## src/verilog/cipd_pkg.sv

```systemverilog
// Constants and carrier types for the CAN interrupt and power-down block.
// Assumes one 25 MHz clock; the bit-timing logic supplies a sample-point tick.
package cipd_pkg;
   localparam int NMB      = 32;
   localparam int MIV_W    = 5;
   localparam int FLAG_W   = 32;
   localparam int SYS_N    = 7;
   // System flag indices, same order in flag words and enables
   localparam int SYS_WL   = 0;
   localparam int SYS_EP   = 1;
   localparam int SYS_BO   = 2;
   localparam int SYS_LOST = 3;
   localparam int SYS_WAKE = 4;
   localparam int SYS_WD   = 5;
   localparam int SYS_AB   = 6;
   // Flag word layout
   localparam int MIV_LSB  = 0;
   localparam int SYS_LSB  = 8;
   localparam int GLOBAL_MAILBOX_FLAG_BIT = 15;
   localparam logic [2:0] FLAG_GAP = 3'h0;
   localparam logic [15:0] FLAG_HI = 16'h0000;
   localparam logic [MIV_W-1:0] MIV_NONE = 5'h00;
   // Recessive run needed before going bus-active after a wake
   localparam logic [3:0] IDLE_BITS = 4'hb;
   localparam logic       CCR_RESET = 1'h1;

   typedef logic [NMB-1:0]    cipd_mbvec_type;
   typedef logic [SYS_N-1:0]  cipd_sysvec_type;
   typedef logic [FLAG_W-1:0] cipd_flag_type;

   typedef struct packed {
      logic            lineOneEnable;
      logic            lineZeroEnable;
      logic            systemLineSelect;
      cipd_sysvec_type sysEnable;
   } cipd_gmask_type;

   typedef struct packed {
      logic writeDenied;
      logic busOff;
      logic errPassive;
      logic warnLevel;
   } cipd_errev_type;

   typedef enum logic [1:0] {PD_RUN, PD_SLEEP, PD_WAKE} cipd_pd_type;
endpackage : cipd_pkg

```

## src/verilog/cipd_irq_pd.sv

```systemverilog
// Interrupt flags, line routing, local and chip power-down, wake-up and
// debug-suspend handshake of a 32-mailbox CAN controller.
// Assumes the protocol engine supplies event pulses and frame status, and
// that CPU write-1-to-clear strobes arrive as one-cycle masks.
`timescale 1ns/1ps
module cipd_irq_pd (
   input  wire logic                     clk,
   input  wire logic                     rst,
   input  wire cipd_pkg::cipd_mbvec_type mailboxLevel,
   input  wire cipd_pkg::cipd_mbvec_type mailboxMask,
   input  wire cipd_pkg::cipd_mbvec_type mailboxEnable,
   input  wire cipd_pkg::cipd_gmask_type globalMask,
   input  wire cipd_pkg::cipd_flag_type  flagClrLine0,
   input  wire cipd_pkg::cipd_flag_type  flagClrLine1,
   input  wire cipd_pkg::cipd_mbvec_type rxPendClr,
   input  wire cipd_pkg::cipd_mbvec_type txDoneClr,
   input  wire cipd_pkg::cipd_mbvec_type abortDoneClr,
   input  wire cipd_pkg::cipd_mbvec_type rxLostClr,
   input  wire cipd_pkg::cipd_mbvec_type rxEvent,
   input  wire cipd_pkg::cipd_mbvec_type txEvent,
   input  wire cipd_pkg::cipd_mbvec_type abortEvent,
   input  wire cipd_pkg::cipd_mbvec_type lostEvent,
   input  wire cipd_pkg::cipd_errev_type errEvent,
   input  wire logic                     busOffState,
   input  wire logic                     txInProgress,
   input  wire logic                     frameInProgress,
   input  wire logic                     bitTick,
   input  wire logic                     canReceivePin,
   input  wire logic                     pdrWrite,
   input  wire logic                     pdrData,
   input  wire logic                     busWakeEnable,
   input  wire logic                     ccrWrite,
   input  wire logic                     ccrData,
   input  wire logic                     globalPdReq,
   input  wire logic                     suspendReq,
   output logic                          irqLine0,
   output logic                          irqLine1,
   output cipd_pkg::cipd_flag_type       globalFlagLine0,
   output cipd_pkg::cipd_flag_type       globalFlagLine1,
   output cipd_pkg::cipd_mbvec_type      rxPendingBits,
   output cipd_pkg::cipd_mbvec_type      txDoneBits,
   output cipd_pkg::cipd_mbvec_type      abortDoneBits,
   output cipd_pkg::cipd_mbvec_type      rxLostFlags,
   output logic                          powerdownRequest,
   output logic                          powerdownActive,
   output logic                          baseClkEnable,
   output logic                          busActive,
   output logic                          rxDiscard,
   output logic                          cfgChangeRequest,
   output logic                          globalPdAck,
   output logic                          wakeIrqAsync,
   output logic                          suspendAck
);
   typedef struct packed {
      cipd_pkg::cipd_pd_type                  pd;
      logic                                   pdReq;
      logic                                   cfg_change_request;
      logic                                   busOffAtSleep;
      cipd_pkg::cipd_mbvec_type               rxPend;
      cipd_pkg::cipd_mbvec_type               txDone;
      cipd_pkg::cipd_mbvec_type               abortDone;
      cipd_pkg::cipd_mbvec_type               rxLost;
      logic [1:0][cipd_pkg::SYS_N-1:0]        sys;
      logic [1:0][cipd_pkg::FLAG_W-1:0]       flag;
      logic [1:0]                             irq;
      logic                                   gpdAck;
      logic                                   suspAck;
   } cipd_state_type;

   cipd_state_type s_reg;
   cipd_state_type s_next;
   logic           idleSeen;

   // Highest pending mailbox wins the vector
   function automatic logic [cipd_pkg::MIV_W-1:0] mbVector(
      input cipd_pkg::cipd_mbvec_type pend);
      logic [cipd_pkg::MIV_W-1:0] v;
      v = cipd_pkg::MIV_NONE;
      for (int i = 0; i < cipd_pkg::NMB; i++) begin
         if (pend[i]) begin
            v = i[cipd_pkg::MIV_W-1:0];
         end
      end
      return v;
   endfunction : mbVector

   cipd_idle_detect u_idle (
      .clk      (clk),
      .rst      (rst),
      .restart  (s_reg.pd != cipd_pkg::PD_WAKE),
      .bitTick  (bitTick),
      .rxPin    (canReceivePin),
      .idleSeen (idleSeen)
   );

   logic                          rxDominant;
   logic                          busWakeNow;
   logic                          wakeSet;
   cipd_pkg::cipd_mbvec_type      mbIrq;
   cipd_pkg::cipd_mbvec_type      lineMb;
   cipd_pkg::cipd_sysvec_type     sysSet;
   cipd_pkg::cipd_flag_type       clrMask;
   logic                          global_mailbox_flag;

   assign rxDominant = !canReceivePin;
   assign busWakeNow = (s_reg.pd == cipd_pkg::PD_SLEEP) && busWakeEnable && rxDominant;

   always_comb begin
      s_next = s_reg;
      lineMb = '0;
      clrMask = '0;
      global_mailbox_flag = 1'b0;
      // Chip power-down holds off until the frame being transmitted is over
      s_next.gpdAck = globalPdReq && (s_reg.gpdAck || !txInProgress);
      wakeSet = (globalPdReq && txInProgress)
         || (s_reg.gpdAck && rxDominant)
         || busWakeNow;
      wakeSet = wakeSet && globalMask.sysEnable[cipd_pkg::SYS_WAKE];

      // Set wins over a same-cycle clear on every sticky bit
      s_next.rxPend = (s_reg.rxPend & ~rxPendClr) | rxEvent | lostEvent;
      s_next.txDone = (s_reg.txDone & ~txDoneClr) | txEvent;
      s_next.abortDone = (s_reg.abortDone & ~abortDoneClr) | abortEvent;
      s_next.rxLost = (s_reg.rxLost & ~rxLostClr) | lostEvent;

      sysSet = '0;
      sysSet[cipd_pkg::SYS_WL] = errEvent.warnLevel;
      sysSet[cipd_pkg::SYS_EP] = errEvent.errPassive;
      sysSet[cipd_pkg::SYS_BO] = errEvent.busOff;
      sysSet[cipd_pkg::SYS_WD] = errEvent.writeDenied;
      sysSet[cipd_pkg::SYS_LOST] = |lostEvent;
      sysSet[cipd_pkg::SYS_AB] = |abortEvent;
      sysSet[cipd_pkg::SYS_WAKE] = wakeSet;

      mbIrq = (s_next.rxPend | s_next.txDone) & mailboxMask & mailboxEnable;

      for (int l = 0; l < 2; l++) begin
         lineMb = mbIrq & (l == 1 ? mailboxLevel : ~mailboxLevel);
         clrMask = (l == 1) ? flagClrLine1 : flagClrLine0;
         s_next.sys[l] = (s_reg.sys[l] & ~clrMask[cipd_pkg::SYS_LSB +: cipd_pkg::SYS_N])
            | ((globalMask.systemLineSelect == (l == 1)) ? sysSet : '0);
         global_mailbox_flag = |lineMb;
         s_next.flag[l] = {cipd_pkg::FLAG_HI, global_mailbox_flag, s_next.sys[l], cipd_pkg::FLAG_GAP,
            global_mailbox_flag ? mbVector(lineMb) : cipd_pkg::MIV_NONE};
         s_next.irq[l] = ((l == 1) ? globalMask.lineOneEnable : globalMask.lineZeroEnable)
            && (global_mailbox_flag || |(s_next.sys[l] & globalMask.sysEnable));
      end

      // Freeze only between frames; at least one clock of latency
      s_next.suspAck = suspendReq && (s_reg.suspAck || !frameInProgress);

      case (s_reg.pd)
         cipd_pkg::PD_RUN: begin
            // A frame being transmitted finishes before sleep, so no error frame
            if (s_reg.pdReq && !txInProgress) begin
               s_next.pd = cipd_pkg::PD_SLEEP;
               s_next.busOffAtSleep = busOffState;
            end
         end
         cipd_pkg::PD_SLEEP: begin
            if (!s_reg.pdReq) begin
               s_next.pd = cipd_pkg::PD_RUN;
            end else if (busWakeNow) begin
               s_next.pd = cipd_pkg::PD_WAKE;
               s_next.pdReq = 1'b0;
               if (s_reg.busOffAtSleep) begin
                  s_next.cfg_change_request = 1'b1;
               end
            end
         end
         cipd_pkg::PD_WAKE: begin
            if (idleSeen) begin
               s_next.pd = cipd_pkg::PD_RUN;
            end
         end
         default: begin
            s_next.pd = cipd_pkg::PD_RUN;
         end
      endcase

      // Software writes stay effective in every power state, except a ccrWrite in the same cycle as a bus wake after bus-off
      if (pdrWrite) begin
         s_next.pdReq = pdrData;
      end
      if (ccrWrite && !(busWakeNow && s_reg.busOffAtSleep)) begin
         s_next.cfg_change_request = ccrData;
      end
   end

   always_ff @(posedge clk) begin
      if (rst) begin
         s_reg <= '0;
         s_reg.pd <= cipd_pkg::PD_RUN;
         s_reg.cfg_change_request <= cipd_pkg::CCR_RESET;
      end else begin
         s_reg <= s_next;
      end
   end

   // Every output except wakeIrqAsync comes from state that runs on the free clock, so reads stay
   // correct while the base clock is stopped. No DMA request exists.
   assign irqLine0 = s_reg.irq[0];
   assign irqLine1 = s_reg.irq[1];
   assign globalFlagLine0 = s_reg.flag[0];
   assign globalFlagLine1 = s_reg.flag[1];
   assign rxPendingBits = s_reg.rxPend;
   assign txDoneBits = s_reg.txDone;
   assign abortDoneBits = s_reg.abortDone;
   assign rxLostFlags = s_reg.rxLost;
   assign powerdownRequest = s_reg.pdReq;
   assign powerdownActive = (s_reg.pd == cipd_pkg::PD_SLEEP);
   assign baseClkEnable = !powerdownActive;
   assign busActive = (s_reg.pd == cipd_pkg::PD_RUN) && !s_reg.suspAck;
   assign rxDiscard = (s_reg.pd != cipd_pkg::PD_RUN);
   assign cfgChangeRequest = s_reg.cfg_change_request;
   assign globalPdAck = s_reg.gpdAck;
   // Unfiltered path so a wake needs no running clock
   assign wakeIrqAsync = s_reg.gpdAck && rxDominant
      && globalMask.sysEnable[cipd_pkg::SYS_WAKE];
   assign suspendAck = s_reg.suspAck;

   // Either sticky source may back the vector, so check against their union
   cipd_pkg::cipd_mbvec_type pendAny;
   assign pendAny = rxPendingBits | txDoneBits;
endmodule : cipd_irq_pd

```

## src/verilog/cipd_idle_detect.sv

```systemverilog
// Counts consecutive recessive bit samples on the receive pin.
// Assumes bitTick pulses once per bit at the sample point.
`timescale 1ns/1ps
module cipd_idle_detect (
   input  wire logic clk,
   input  wire logic rst,
   input  wire logic restart,
   input  wire logic bitTick,
   input  wire logic rxPin,
   output logic      idleSeen
);
   typedef struct packed {
      logic [3:0] cnt;
      logic       seen;
   } cipd_idle_type;

   cipd_idle_type s_reg;
   cipd_idle_type s_next;

   always_comb begin
      s_next = s_reg;
      if (restart) begin
         s_next = '0;
      end else if (bitTick && !s_reg.seen) begin
         if (!rxPin) begin
            s_next.cnt = '0;
         end else if (s_reg.cnt == cipd_pkg::IDLE_BITS - 4'h1) begin
            s_next.seen = 1'b1;
         end else begin
            s_next.cnt = s_reg.cnt + 4'h1;
         end
      end
   end

   always_ff @(posedge clk) begin
      if (rst) begin
         s_reg <= '0;
      end else begin
         s_reg <= s_next;
      end
   end

   assign idleSeen = s_reg.seen;
endmodule : cipd_idle_detect

```

## config.mk

```make
export PLATFORM = sky130hd
export DESIGN_NAME = cipd_irq_pd
export DESIGN_NICKNAME = d
export VERILOG_FILES = /design/src/verilog/cipd_pkg.sv /design/src/verilog/cipd_irq_pd.sv /design/src/verilog/cipd_idle_detect.sv
export SDC_FILE = /design/constraint.sdc
export NUM_CORES = 1
export LEC_CHECK = 0
export BUFFER_PORTS_ARGS = -buffer_cell sky130_fd_sc_hd__buf_2
export CORE_AREA = 2 2 249 251
export DETAILED_ROUTE_END_ITERATION = 16
export DIE_AREA = 0 0 251 253
export PLACE_DENSITY_LB_ADDON = 0.08
export SYNTH_ARGS = -nofsm -noshare
export SYNTH_HDL_FRONTEND = slang
export SYNTH_SLANG_ARGS = --single-unit
```

## constraint.sdc

```tcl
create_clock -name clk -period 3.07 [get_ports clk]
set_input_delay 0.7675 -clock clk [delete_from_list [all_inputs] [get_ports clk]]
set_output_delay 0.7675 -clock clk [all_outputs]
set_load 0.03 [all_outputs]
```

==> reports/results.txt <==
Die Y - 253 um
Worst Path Required - 3.46 ns
die width - 251 um
htree depth - 4
Final Hold Vio Count - 0
Mapped Area - 0.00945 mm2
# IOs - 647
Hold Buf Count CTS - 0
Unique masters post-synth - 72
Post-Synth Adder-Cell Area - 0.00265
Yosys top cell area share - 0.356
WHS - 0.483 ns
pre-CTS WS - -0.330 ns
Placed Area - 0.0125 mm2
clk sinks - 168
Post-Route Setup TNS - 0 ns
FP Rows - 91
relative slew slack - 0.318
first-pass GRT wire length - 64400 um
max-cap check violation count - 0
Hold Path Class - reg -> reg
cell with the most instances after synthesis - buf_4
most frequent cells after synthesis - buf_4, dfxtp_1, nor2_1
#FFs+latches synth - 168
pwr dens - 485 mW/mm2
antenna violations before repair - 9
post-synthesis simple-gate area fraction - 0.238
I/O Buffers - 558
final setup vio count - 0
die area - 0.0635 mm2
CTS resizes - 0
Max Clk Rate - 0.352 GHz
Final Cycle Share - 0.924
DRC viols - 0
Syn Inst Count - 1187
async set-reset flop share out of synthesis - 0
vias per cell - 3.87
min cycle time layout - 2.84 ns
Power, Total - 6.35 mW
post-synthesis compound-gate area fraction - 0.198
critical-path maximum fanout - 3
RSZ-0062 raised after global routing - false
clk_lat worst skew - 0.49 ns
status - completed
Worst IR Drop VDD - 0.436 mV
cell taking the most area after synthesis - dfxtp_1
Synth Area in XOR/XNOR - 0
global route overflow - 0
final worst slack - 0.233 ns
Nets - 2115
initial core utilization - 0.155
Detail Route Antenna Nets - 0
Worst-path clk slew - 0.07 ns
worst slew pin tran - 1.01 ns
Synth Area per Inst - 7.96 um2
root buffer cell - clkbuf_16
critical path arrival - 3.22 ns
share of cells above drive strength 1 - 0.412
final WL - 45400 um
Synth Flop Type - dfxtp_1
Final Cell Area - 0.0131 mm2
max-slew violation count - 0
largest family of logic cells by synthesized area - simple AND/OR/NAND/NOR gates
static leakage - 6.50 nW
routability cong. - 0.792
CP Capture Type - flip-flop
post-CTS setup buffers - 0
largest cells by area after synthesis - dfxtp_1, buf_4, nor2_1, a21oi_1, inv_1
multiplexer share of the synthesized area - 0.00106
core footprint - 0.0610 mm2
Clock Skews - 0.0133 ns
largest net degree at the start of global routing - 122
CTS Buf Count - 17
area grow syn2layout - 38.6%
yosys warns - 0
Seq/Total Area, Yosys - 0.356
via count - 9581
detailed placement HPWL - 38500 um
CP startpoint kind - primary input
first-pass iteration count of the detailed router - 4
clock tree buffer depth - 2
Wirelength per Cell - 18.3 um
GRT Total Usage - 0.140
CTS tree - built
Post-synth EDFFs - 0
vias in the first global route - 9951
Crit Path Category - in -> reg
Starting DRT DRC Count - 404
==> critical path: stages <==
cell and delay, ns:
buf_2 0.09, or2_1 0.29, o41ai_2 0.34, buf_4 0.19, o21ai_1 0.15, or3_1 0.45, a211oi_1 0.32, buf_4 0.19
o21ai_1 0.12, a221oi_1 0.31
==> power by group <==
part / total (mW) / leakage [nW] / switching, mW / internal [mW]
Sequential: 2.39 / 1.40 / 0.0676 / 2.32
Clock: 2.43 / 0.299 / 1.11 / 1.31
Combinational: 1.53 / 4.80 / 0.960 / 0.575
==> path summary, 6_finish.rpt <==
path	startpoint	to	slack, ns	cells past startpoint
setup reg to reg	txDoneBits[18]$_SDFF_PP0_	globalFlagLine0[0]$_SDFF_PP0_	0.40	9
setup / recovery	rxEvent[18]	globalFlagLine0[0]$_SDFF_PP0_	0.23	10
hold / removal	abortDoneBits[9]$_SDFF_PP0_	abortDoneBits[9]$_SDFF_PP0_	0.48	2
hold reg to reg	abortDoneBits[9]$_SDFF_PP0_	abortDoneBits[9]$_SDFF_PP0_	0.48	2
==> placed cells by master (no fill, tap or decap), types with 5 or more instances in the layout <==
cell	Yosys	layout
a211oi_1	6	6
a21boi_0	5	5
a21oi_1	109	109
a41o_1	8	8
a41oi_1	5	5
and2_1	12	12
and3_1	16	16
and3b_1	8	8
buf_2	0	557
buf_4	192	79
clkbuf_16	0	17
conb_1	1	38
dfxtp_1	168	168
diode_2	0	5
inv_1	108	108
nand2_1	39	39
nand2b_1	32	32
nand3_1	14	14
nand3b_1	10	10
nand4_1	10	10
nor2_1	151	151
nor2b_1	46	46
nor3_1	11	11
nor3b_1	5	5
nor4_1	29	28
o211ai_1	6	6
o21a_1	27	27
o21ai_0	17	17
o21ai_1	5	5
o22ai_1	11	11
o31ai_1	5	5
o41a_1	8	8
o41ai_1	13	13
or2_1	13	13
or2_2	11	11
==> through the flow <==
| stage | util | std cells |
|---|---|---|
| after floorplan | - | 1224 |
| after detailed placement | 0.204 | 2440 |
| final | 0.214 | 2477 |
| after CTS | 0.214 | 2472 |
| after global routing | 0.214 | 2473 |
| after global placement | 0.204 | 2440 |
==> layout make-up <==
class | instances | area [um2]
flip-flops and latches | 168 | 3360
well taps | 790 | 988
clock buffers | 19 | 443
fillers | 6962 | 47900
multi-input cells | 736 | 4310
clock inverters | 13 | 165
repair buffers | 637 | 3400
inverters | 109 | 409
diodes | 5 | 12.5
==> per-layer routing <==
layer	vias to the layer above	track usage	wire, um
met1	4447	0.168	19600
met4	8	0.0393	519
met3	31	0.0382	2380
met5	-	0	51
met2	268	0.246	22800
li1	4827	-	-
==> cell families after synthesis <==
group                    Yosys count
other                              1
multiplexers                       1
flip-flops                       168
AND/OR/NAND/NOR                  426
adder cells (fa/ha/maj)            2
buffers and inverters            320
AO/OA/AOI/OAI                    269
(Power assumes the default switching activity.)
